## config.mk

```make
export PLATFORM = sky130hd
export DESIGN_NAME = bsx_expand
export DESIGN_NICKNAME = d
export VERILOG_FILES = /design/src/shared/bsx_pkg.sv /design/src/shared/bsx_cs_if.sv /design/src/hdl/bsx_area_dec.sv /design/src/hdl/bsx_expand.sv
export VERILOG_INCLUDE_DIRS = /design/src /design/src/shared
export SDC_FILE = /design/constraint.sdc
export NUM_CORES = 1
export LEC_CHECK = 0
export ABC_CLOCK_PERIOD_IN_PS = 2100
export BUFFER_PORTS_ARGS = -buffer_cell sky130_fd_sc_hd__clkbuf_2
export CAP_MARGIN = 0
export CORE_AREA = 3 3 58 60
export CTS_CLUSTER_DIAMETER = 150
export CTS_CLUSTER_SIZE = 28
export DETAILED_ROUTE_END_ITERATION = 16
export DIE_AREA = 0 0 61 63
export GPL_ROUTABILITY_DRIVEN = 0
export PLACE_DENSITY = 0.78
export SLEW_MARGIN = 5
export SYNTH_ARGS = -nofsm -noshare
export SYNTH_HDL_FRONTEND = slang
export SYNTH_HIERARCHICAL = 1
export SYNTH_SLANG_ARGS = --single-unit
```

## constraint.sdc

```tcl
create_clock -name clock_i -period 2.1 [get_ports clock_i]
set_input_delay 0.42 -clock clock_i [delete_from_list [all_inputs] [get_ports clock_i]]
set_output_delay 0.42 -clock clock_i [all_outputs]
set_load 0.02 [all_outputs]
```

## src/shared/bsx_consts.svh

```systemverilog
// Constants for the bank-switched memory expansion block.
`ifndef BSX_CONSTS_SVH
`define BSX_CONSTS_SVH
`define BSX_PM_EXPAND 2'h1
`define BSX_PM_MICRO 2'h3
`define BSX_SZ_4MB 2'h3
`define BSX_SZ_1MB 2'h0
`define BSX_WIN_LO 20'h40000
`define BSX_WIN_HI 20'hbffff
`define BSX_CS1_4MB_LAST 20'h3ffff
`define BSX_OFFSET 20'h40000
`define BSX_HALF_MASK 20'h3ffff
`define BSX_DBR_RESET 4'h0
`define BSX_OFS_BIT 3
`endif

```

## src/shared/bsx_pkg.sv

```systemverilog
// Types for the bank-switched memory expansion block.
package bsx_pkg;
  typedef logic [19:0] bsx_addr_t;
  typedef logic [2:0] bsx_bank_t;
  typedef enum logic [1:0] {
    BSX_MAP_1MB = 2'h1,
    BSX_MAP_4MB = 2'h2
  } bsx_map_e;
endpackage

```

## src/shared/bsx_cs_if.sv

```systemverilog
// Carries area decode results from the decoder to the top.
`timescale 1ns/10ps
`default_nettype none
interface bsx_cs_if;
  logic [3:0] area_hit;
  modport dec (output area_hit);
  modport top (input area_hit);
endinterface
`default_nettype wire

```

## src/hdl/bsx_area_dec.sv

```systemverilog
// Chip select area decoder for normal (unbanked) accesses.
`timescale 1ns/10ps
`include "bsx_consts.svh"
`default_nettype none
module bsx_area_dec #(
  parameter logic [19:0] CS0_LO = 20'hc0000,
  parameter logic [19:0] CS1_LO = 20'h28000,
  parameter logic [19:0] CS1_HI_1MB = 20'hbffff,
  parameter logic [19:0] CS2_LO = 20'h10000,
  parameter logic [19:0] CS2_HI = 20'h27fff,
  parameter logic [19:0] CS3_LO = 20'h04000,
  parameter logic [19:0] CS3_HI = 20'h07fff
) (
  input wire logic [19:0] addr_i,
  input wire logic map_4mb_i,
  bsx_cs_if.dec cs
);
  // In the banked map the second area stops short of the window.
  wire [19:0] cs1_hi = map_4mb_i ? `BSX_CS1_4MB_LAST : CS1_HI_1MB; // RQ6
  assign cs.area_hit[0] = addr_i >= CS0_LO;
  assign cs.area_hit[1] = (addr_i >= CS1_LO) && (addr_i <= cs1_hi);
  assign cs.area_hit[2] = (addr_i >= CS2_LO) && (addr_i <= CS2_HI);
  assign cs.area_hit[3] = (addr_i >= CS3_LO) && (addr_i <= CS3_HI);
endmodule
`default_nettype wire

```

## src/hdl/bsx_expand.sv

```systemverilog
// Memory space expansion: bank register, chip select and address drive.
// Function
// RQ1 - The bank register only acts in memory expansion or microprocessor mode.
// RQ2 - Writes to the bank register are taken only in 4-MB mode.
// RQ3 - In 1-MB mode external areas are told apart only by chip selects.
// RQ4 - In 4-MB mode three bank bits pick the data bank.
// RQ5 - The offset bit moves the external address up by 40000h.
// RQ6 - Outside the window chip selects act as in 1-MB mode, area 1 ends 3FFFFh.
// RQ7 - Window accesses 40000h to BFFFFh drive the area 0 select low.
// RQ8 - Window accesses drive selects 3 to 1 with the bank bits.
// RQ9 - Software keeps code out of banks 0 to 6.
// RQ10 - With the expand bit clear, banks lie 512 KB apart and offset spans them.
// RQ11 - In expansion mode with the expand bit set, offset picks a 256 KB half.
// RQ12 - Window address is CPU address plus 40000h when offset is set.
`timescale 1ns/10ps
`include "bsx_consts.svh"
`default_nettype none
module bsx_expand (
  input wire logic clock_i,
  input wire logic srst_i,
  input wire logic [1:0] processor_mode_field_i,
  input wire logic [1:0] space_size_mode_field_i,
  input wire logic internal_area_expand_bit_i,
  input wire logic data_bank_reg_we_i,
  input wire logic [3:0] data_bank_reg_wdata_i,
  input wire logic bus_access_i,
  input wire logic external_i,
  input wire bsx_pkg::bsx_addr_t cpu_addr_i,
  output logic [3:0] data_bank_reg_o,
  output logic banked_o,
  output logic area0_chip_select_n_o,
  output logic [2:0] bank_number_selects_o,
  output logic [19:0] ext_addr_o
);
  import bsx_pkg::*;

  // ==========================================================
  // Mode decode
  logic [3:0] data_bank_reg_q;
  logic [3:0] data_bank_reg_d;
  wire ext_mode = (processor_mode_field_i == `BSX_PM_EXPAND) ||
                  (processor_mode_field_i == `BSX_PM_MICRO); // RQ1
  wire mode_exp = processor_mode_field_i == `BSX_PM_EXPAND;
  wire size_4mb = space_size_mode_field_i == `BSX_SZ_4MB;
  bsx_map_e map;
  assign map = (ext_mode && size_4mb) ? BSX_MAP_4MB : BSX_MAP_1MB; // RQ3
  wire map_4mb = map == BSX_MAP_4MB; // RQ4
  wire bank_ofs = data_bank_reg_q[`BSX_OFS_BIT];
  wire [2:0] bank_sel = data_bank_reg_q[2:0];
  // Half-bank mode limits the window to 40000h..7FFFFh in each half.
  wire half_mode = mode_exp && internal_area_expand_bit_i; // RQ11
  wire [19:0] win_hi = half_mode ? (`BSX_WIN_LO | `BSX_HALF_MASK) :
                       `BSX_WIN_HI;
  wire in_win = (cpu_addr_i >= `BSX_WIN_LO) && (cpu_addr_i <= win_hi);
  wire banked = map_4mb && in_win && bus_access_i && external_i; // RQ7

  // ==========================================================
  // Bank register
  // Writes outside 4-MB mode are dropped so a stale bank is never armed.
  assign data_bank_reg_d = (data_bank_reg_we_i && size_4mb) ?
                           data_bank_reg_wdata_i : data_bank_reg_q; // RQ2
  always_ff @(posedge clock_i) begin
    if (srst_i) begin
      data_bank_reg_q <= `BSX_DBR_RESET;
    end else begin
      data_bank_reg_q <= data_bank_reg_d;
    end
  end

  // ==========================================================
  // Area decode and output drive
  bsx_cs_if cs_bus ();
  bsx_area_dec u_dec (
    .addr_i(cpu_addr_i),
    .map_4mb_i(map_4mb),
    .cs(cs_bus)
  );
  wire [3:0] norm_n = (bus_access_i && external_i) ?
                      ~cs_bus.area_hit : 4'hf; // RQ6
  // Offset adds 40000h; in half mode this lands in the upper 256 KB.
  // The sum stays 20 bits on purpose: the window never exceeds FFFFFh.
  wire [19:0] ofs_addr = cpu_addr_i + `BSX_OFFSET; // RQ5 RQ12
  // Past BFFFFh the access carries into the next bank and the address
  // folds back by 80000h, so data straddling a bank stays contiguous.
  wire ofs_wrap = bank_ofs && (ofs_addr[19:18] == 2'h3); // RQ10
  wire [19:0] win_addr = ofs_wrap ? {1'b0, ofs_addr[18:0]} : ofs_addr; // RQ10
  wire [2:0] win_bank = bank_sel + {2'h0, ofs_wrap}; // RQ8 RQ10
  wire [19:0] addr_d = (banked && bank_ofs) ? win_addr : cpu_addr_i; // RQ12
  wire cs0_d = banked ? 1'b0 : norm_n[0]; // RQ7
  wire [2:0] csb_d = banked ? win_bank : norm_n[3:1]; // RQ8

  always_ff @(posedge clock_i) begin
    if (srst_i) begin
      area0_chip_select_n_o <= 1'b1;
      bank_number_selects_o <= 3'h7;
      ext_addr_o <= 20'h00000;
      banked_o <= 1'b0;
    end else begin
      area0_chip_select_n_o <= cs0_d;
      bank_number_selects_o <= csb_d;
      ext_addr_o <= addr_d;
      banked_o <= banked;
    end
  end
  assign data_bank_reg_o = data_bank_reg_q;

  // ==========================================================
  // Checks
  property p_wr_gate;
    @(posedge clock_i) disable iff (srst_i)
      (data_bank_reg_we_i && !size_4mb) |=> $stable(data_bank_reg_q);
  endproperty
  a_wr_gate: assert property (p_wr_gate) else $error("bank write leaked"); // RQ2
  property p_wr_take;
    @(posedge clock_i) disable iff (srst_i)
      (data_bank_reg_we_i && size_4mb) |=>
      data_bank_reg_q == $past(data_bank_reg_wdata_i);
  endproperty
  a_wr_take: assert property (p_wr_take) else $error("bank write lost"); // RQ2
  property p_mode_gate;
    @(posedge clock_i) disable iff (srst_i)
      !ext_mode |=> !banked_o;
  endproperty
  a_mode_gate: assert property (p_mode_gate) else $error("bank in bad mode"); // RQ1
  property p_cs0_low;
    @(posedge clock_i) disable iff (srst_i)
      banked |=> !area0_chip_select_n_o;
  endproperty
  a_cs0_low: assert property (p_cs0_low) else $error("cs0 not low"); // RQ7
  property p_bank_pins;
    @(posedge clock_i) disable iff (srst_i)
      banked |=> bank_number_selects_o == 3'($past(bank_sel) +
      3'($past(bank_ofs) && ($past(cpu_addr_i) >= 20'h80000)));
  endproperty
  a_bank_pins: assert property (p_bank_pins) else $error("bank pins wrong"); // RQ8
  property p_ofs_addr;
    @(posedge clock_i) disable iff (srst_i)
      (banked && bank_ofs) |=>
      ext_addr_o == (($past(cpu_addr_i) >= 20'h80000) ?
      $past(cpu_addr_i) - 20'h40000 : $past(cpu_addr_i) + 20'h40000);
  endproperty
  a_ofs_addr: assert property (p_ofs_addr) else $error("offset wrong"); // RQ5
  property p_plain_addr;
    @(posedge clock_i) disable iff (srst_i)
      !(banked && bank_ofs) |=> ext_addr_o == $past(cpu_addr_i);
  endproperty
  a_plain_addr: assert property (p_plain_addr) else $error("addr wrong"); // RQ12
  property p_1mb_cs;
    @(posedge clock_i) disable iff (srst_i)
      (!map_4mb && bus_access_i && external_i) |=>
      {bank_number_selects_o, area0_chip_select_n_o} ==
      $past(~cs_bus.area_hit);
  endproperty
  a_1mb_cs: assert property (p_1mb_cs) else $error("1MB cs wrong"); // RQ3
  property p_cs1_end;
    @(posedge clock_i) disable iff (srst_i)
      (map_4mb && bus_access_i && external_i &&
       cpu_addr_i > 20'h3ffff && cpu_addr_i < 20'hc0000) |=>
      !(bank_number_selects_o[0] == 1'b0 && banked_o == 1'b0);
  endproperty
  a_cs1_end: assert property (p_cs1_end) else $error("cs1 overrun"); // RQ6
  property p_idle_high;
    @(posedge clock_i) disable iff (srst_i)
      !(bus_access_i && external_i) |=>
      (area0_chip_select_n_o && (bank_number_selects_o == 3'h7));
  endproperty
  a_idle_high: assert property (p_idle_high) else $error("select not idle"); // RQ3
  property p_half_win;
    @(posedge clock_i) disable iff (srst_i)
      (half_mode && map_4mb && bus_access_i && external_i &&
       cpu_addr_i >= 20'h80000 && cpu_addr_i <= 20'hbffff) |=> !banked_o;
  endproperty
  a_half_win: assert property (p_half_win) else $error("half window"); // RQ11
endmodule
`default_nettype wire

```

==> impl_metrics.py <==
metrics = {
    "clock_tree": {
        "reg_clk_slew_reported_paths_ns": 0.09,
        "post_cts.resized_instances": 0,
        "cts_tree": "yes",
        "htree_num_levels": 2,
        "holdBufCountCts": 0,
        "cts-buffers-inserted": 5,
        "clock_path_buffers": 2,
        "clock_latency_ns": 0.32,
        "cts_root_buffer": "clkbuf_4",
        "post-cts-setup-buffers": 0,
        "sink_count": 29,
    },
    "finish": {
        "area.growth.synth_to_final_pct": 33.2,
        "filler_cell_count": 258,
        "layout.cell_area.non_filler_sq_um": 1680,
        "num_antenna_cells": 0,
        "finish.net_count": 232,
        "layout-drive-gt1-share": 0.422,
    },
    "die": {
        "num_io_pins": 63,
        "die-area_sq_um": 3840,
        "die_width_microns": 61,
        "chipHeight_microns": 63,
        "floorplan.initialDensity": 0.423,
        "placementRows": 20,
        "core_sq_um": 2980,
    },
    "synth": {
        "ys_top_cells_by_area": "dfxtp_1, nor2b_1, mux2i_1",
        "synth_nets": 163,
        "postSynthCellCount": 122,
        "yosys_warnings": 6,
        "most_frequent_cells_after_synthesis": "dfxtp_1, nor2b_1, nor2_1",
        "synth.most_common_cell": "dfxtp_1",
        "syn_area_per_cell_sq_um": 10.3,
        "ys_seq_elements": 29,
        "ys_types": 32,
        "synth_area_leader_cell": "dfxtp_1",
        "synth_seq_area_share": 0.461,
        "ys_flop_type": "dfxtp_1",
        "ys_async_sr_fraction": 0,
        "synth_edf_count": 0,
        "synth_largest_type_area_fraction": 0.461,
        "cell_area_after_technology_mapping_sq_um": 1260,
    },
    "routing": {
        "wirelength_microns": 2910,
        "drt_first_pass_iters": 2,
        "drc": 0,
        "wl_per_cell_microns": 12.9,
        "vias_per_std_cell": 4.95,
        "ant_nets": 0,
        "detail_route.iter0.violations": 28,
        "route.vias.total": 1113,
    },
    "global_route": {
        "global_route.overflow_total": 0,
        "grt_max_degree": 18,
        "grt_pass1_wl_microns": 4730,
        "antenna_found_initial": 0,
        "groute.usage.overall": 0.165,
        "via_count_of_the_first_global_routing_pass": 1072,
    },
    "placement": {
        "detailedPlacementHpwl_microns": 2410,
        "dpl-instance-area_sq_um": 1620,
        "placement.io_buffers": 62,
    },
    "min_path": {
        "holdCritPathClass": "input pin to flip-flop",
    },
    "timing": {
        "setup_viol": 0,
        "unrepaired_setup_endpoints_after_global_routing": "no",
        "clock_skew_ns": 0.00333,
        "slew_viol_final": 0,
        "hold_violations": 0,
        "setup_tns_ns": 0,
        "max_slew.worst_pin.slew_ns": 0.390,
        "post_route_minimum_period_ns": 1.74,
        "fin_crit_sh": 0.828,
        "maxSlewHeadroom": 0.740,
        "max_freq_mhz": 575,
    },
    "power_and_ir_drop": {
        "p_leak_nw": 0.884,
        "irDropWorstVdd_uv": 241,
        "power_switching_share": 0.285,
        "switching_power_mw": 0.310,
        "power.share.sequential": 0.536,
        "power_share_of_the_clock_group": 0.299,
        "power.density_cell_area_nw_per_um2": 648,
        "internal_power_mw": 0.777,
        "p_comb_frac": 0.165,
    },
    "critical_path": {
        "worst_ep_required_ns": 2.32,
        "data_arrival_time_of_the_critical_path_ns": 1.96,
        "critical_path_class": "input pin to flip-flop",
        "critical_path.endpoint_type": "flip-flop",
        "critical_path.startpoint_type": "input pin",
        "worstPathMaxFanout": 2,
    },
    "job": {
        "cap_violations": 0,
    },
    "status": {
        "run_status": "finished, final reports clean",
    },
}
-- placed cells by master (no fill, tap or decap) --
cell type	count
a32oi_2	1
or3_1	1
dfxtp_1	29
nand3_2	1
a41o_2	1
nand2b_1	1
a21oi_1	1
clkinv_2	2
nand3_1	1
clkinvlp_4	1
and4b_2	1
nor4b_1	1
buf_4	3
nand2_1	1
nor4_4	1
o21ai_0	1
nand4_1	8
a221o_1	1
nand4b_1	1
and2_1	5
ha_1	7
or3b_2	1
nor2_1	15
nand3b_4	1
mux2_1	1
nand3b_1	1
inv_1	5
clkbuf_2	62
and4_1	1
nor3_1	1
clkbuf_4	5
mux2i_1	9
o31ai_2	1
xor2_1	1
a2bb2oi_1	1
nor2b_1	18
-- stage by stage --
| stage | std cells | util | power (mW) | hold WS [ns] | setup slack [ns] |
|---|---|---|---|---|---|
| after floorplan | 122 | - | 0.688 | 0.548 | 0.262 |
| after global placement | 217 | 0.545 | 0.770 | 0.530 | 0.0726 |
| after detailed placement | 217 | 0.545 | 0.776 | 0.543 | 0.0272 |
| after CTS | 225 | 0.563 | 1.10 | 0.320 | 0.385 |
| after global routing | 225 | 0.563 | 1.15 | 0.329 | 0.270 |
| final | 225 | 0.563 | 1.09 | 0.331 | 0.361 |
-- worst paths after layout --
| path | slack (ns) | cells past startpoint | to | start |
|---|---|---|---|---|
| worst max-delay path | 0.36 | 8 | ext_addr_o[18]$_SDFF_PP0_ | processor_mode_field_i[1] |
| worst min-delay path | 0.33 | 3 | data_bank_reg_o[2]$_SDFFE_PP0P_ | data_bank_reg_wdata_i[2] |
| worst max register to register | 0.72 | 4 | ext_addr_o[18]$_SDFF_PP0_ | data_bank_reg_o[3]$_SDFFE_PP0P_ |
| worst min register to register | 0.56 | 2 | data_bank_reg_o[0]$_SDFFE_PP0P_ | data_bank_reg_o[0]$_SDFFE_PP0P_ |
-- critical path, cell delays in order --
cell and delay, ns:
clkbuf_2 0.07, nand3b_1 0.17, inv_1 0.08, ha_1 0.23
a21oi_1 0.20, nor4b_1 0.28, a41o_2 0.18, mux2_1 0.31
-- sequential cells by signal, summed over array words and instances (netlist names) --
name                   count
ext_addr_o                20
data_bank_reg_o            4
bank_number_selects_o      3
area0_chip_select_n_o      1
banked_o                   1
-- layer usage --
| layer | track usage | share of wire |
|---|---|---|
| met4 | 0.0759 | 0.015 |
| met1 | 0.184 | 0.41 |
| met2 | 0.270 | 0.53 |
| met3 | 0.0599 | 0.053 |
| met5 | 0 | 0 |
-- area by class of cell --
| cell class | count | area (sq um) | share of cell area |
|---|---|---|---|
| flip-flops and latches | 29 | 581 | 0.346 |
| multi-input cells | 85 | 648 | 0.387 |
| clock inverters | 3 | 17.5 | 0.0104 |
| inverters | 5 | 18.8 | 0.0112 |
| clock buffers | 5 | 37.5 | 0.0224 |
| well taps | 33 | 41.3 | 0.0246 |
| repair buffers | 65 | 333 | 0.199 |
-- power by group through the flow --
stage                     registers [mW]  clock network (mW)  logic [mW]
after global placement             0.595                   0       0.176
after detailed placement           0.596                   0       0.181
after floorplan                    0.627                   0      0.0613
after global routing               0.586               0.366       0.199
final                              0.582               0.325       0.180
after CTS                          0.583               0.337       0.182
-- kinds of logic (layout without fill, tap and decap cells) --
family / Yosys count / after routing / synth area share
AND/OR/NAND/NOR: 60 / 60 / 0.303
buffers and inverters: 8 / 78 / 0.0239
XOR/XNOR: 1 / 1 / 0.00696
adder cells (fa/ha/maj): 7 / 7 / 0.0696
AO/OA/AOI/OAI: 7 / 7 / 0.0547
multiplexers: 10 / 10 / 0.0805
flip-flops: 29 / 29 / 0.461
No activity file was read; power rests on OpenSTA's default activity.
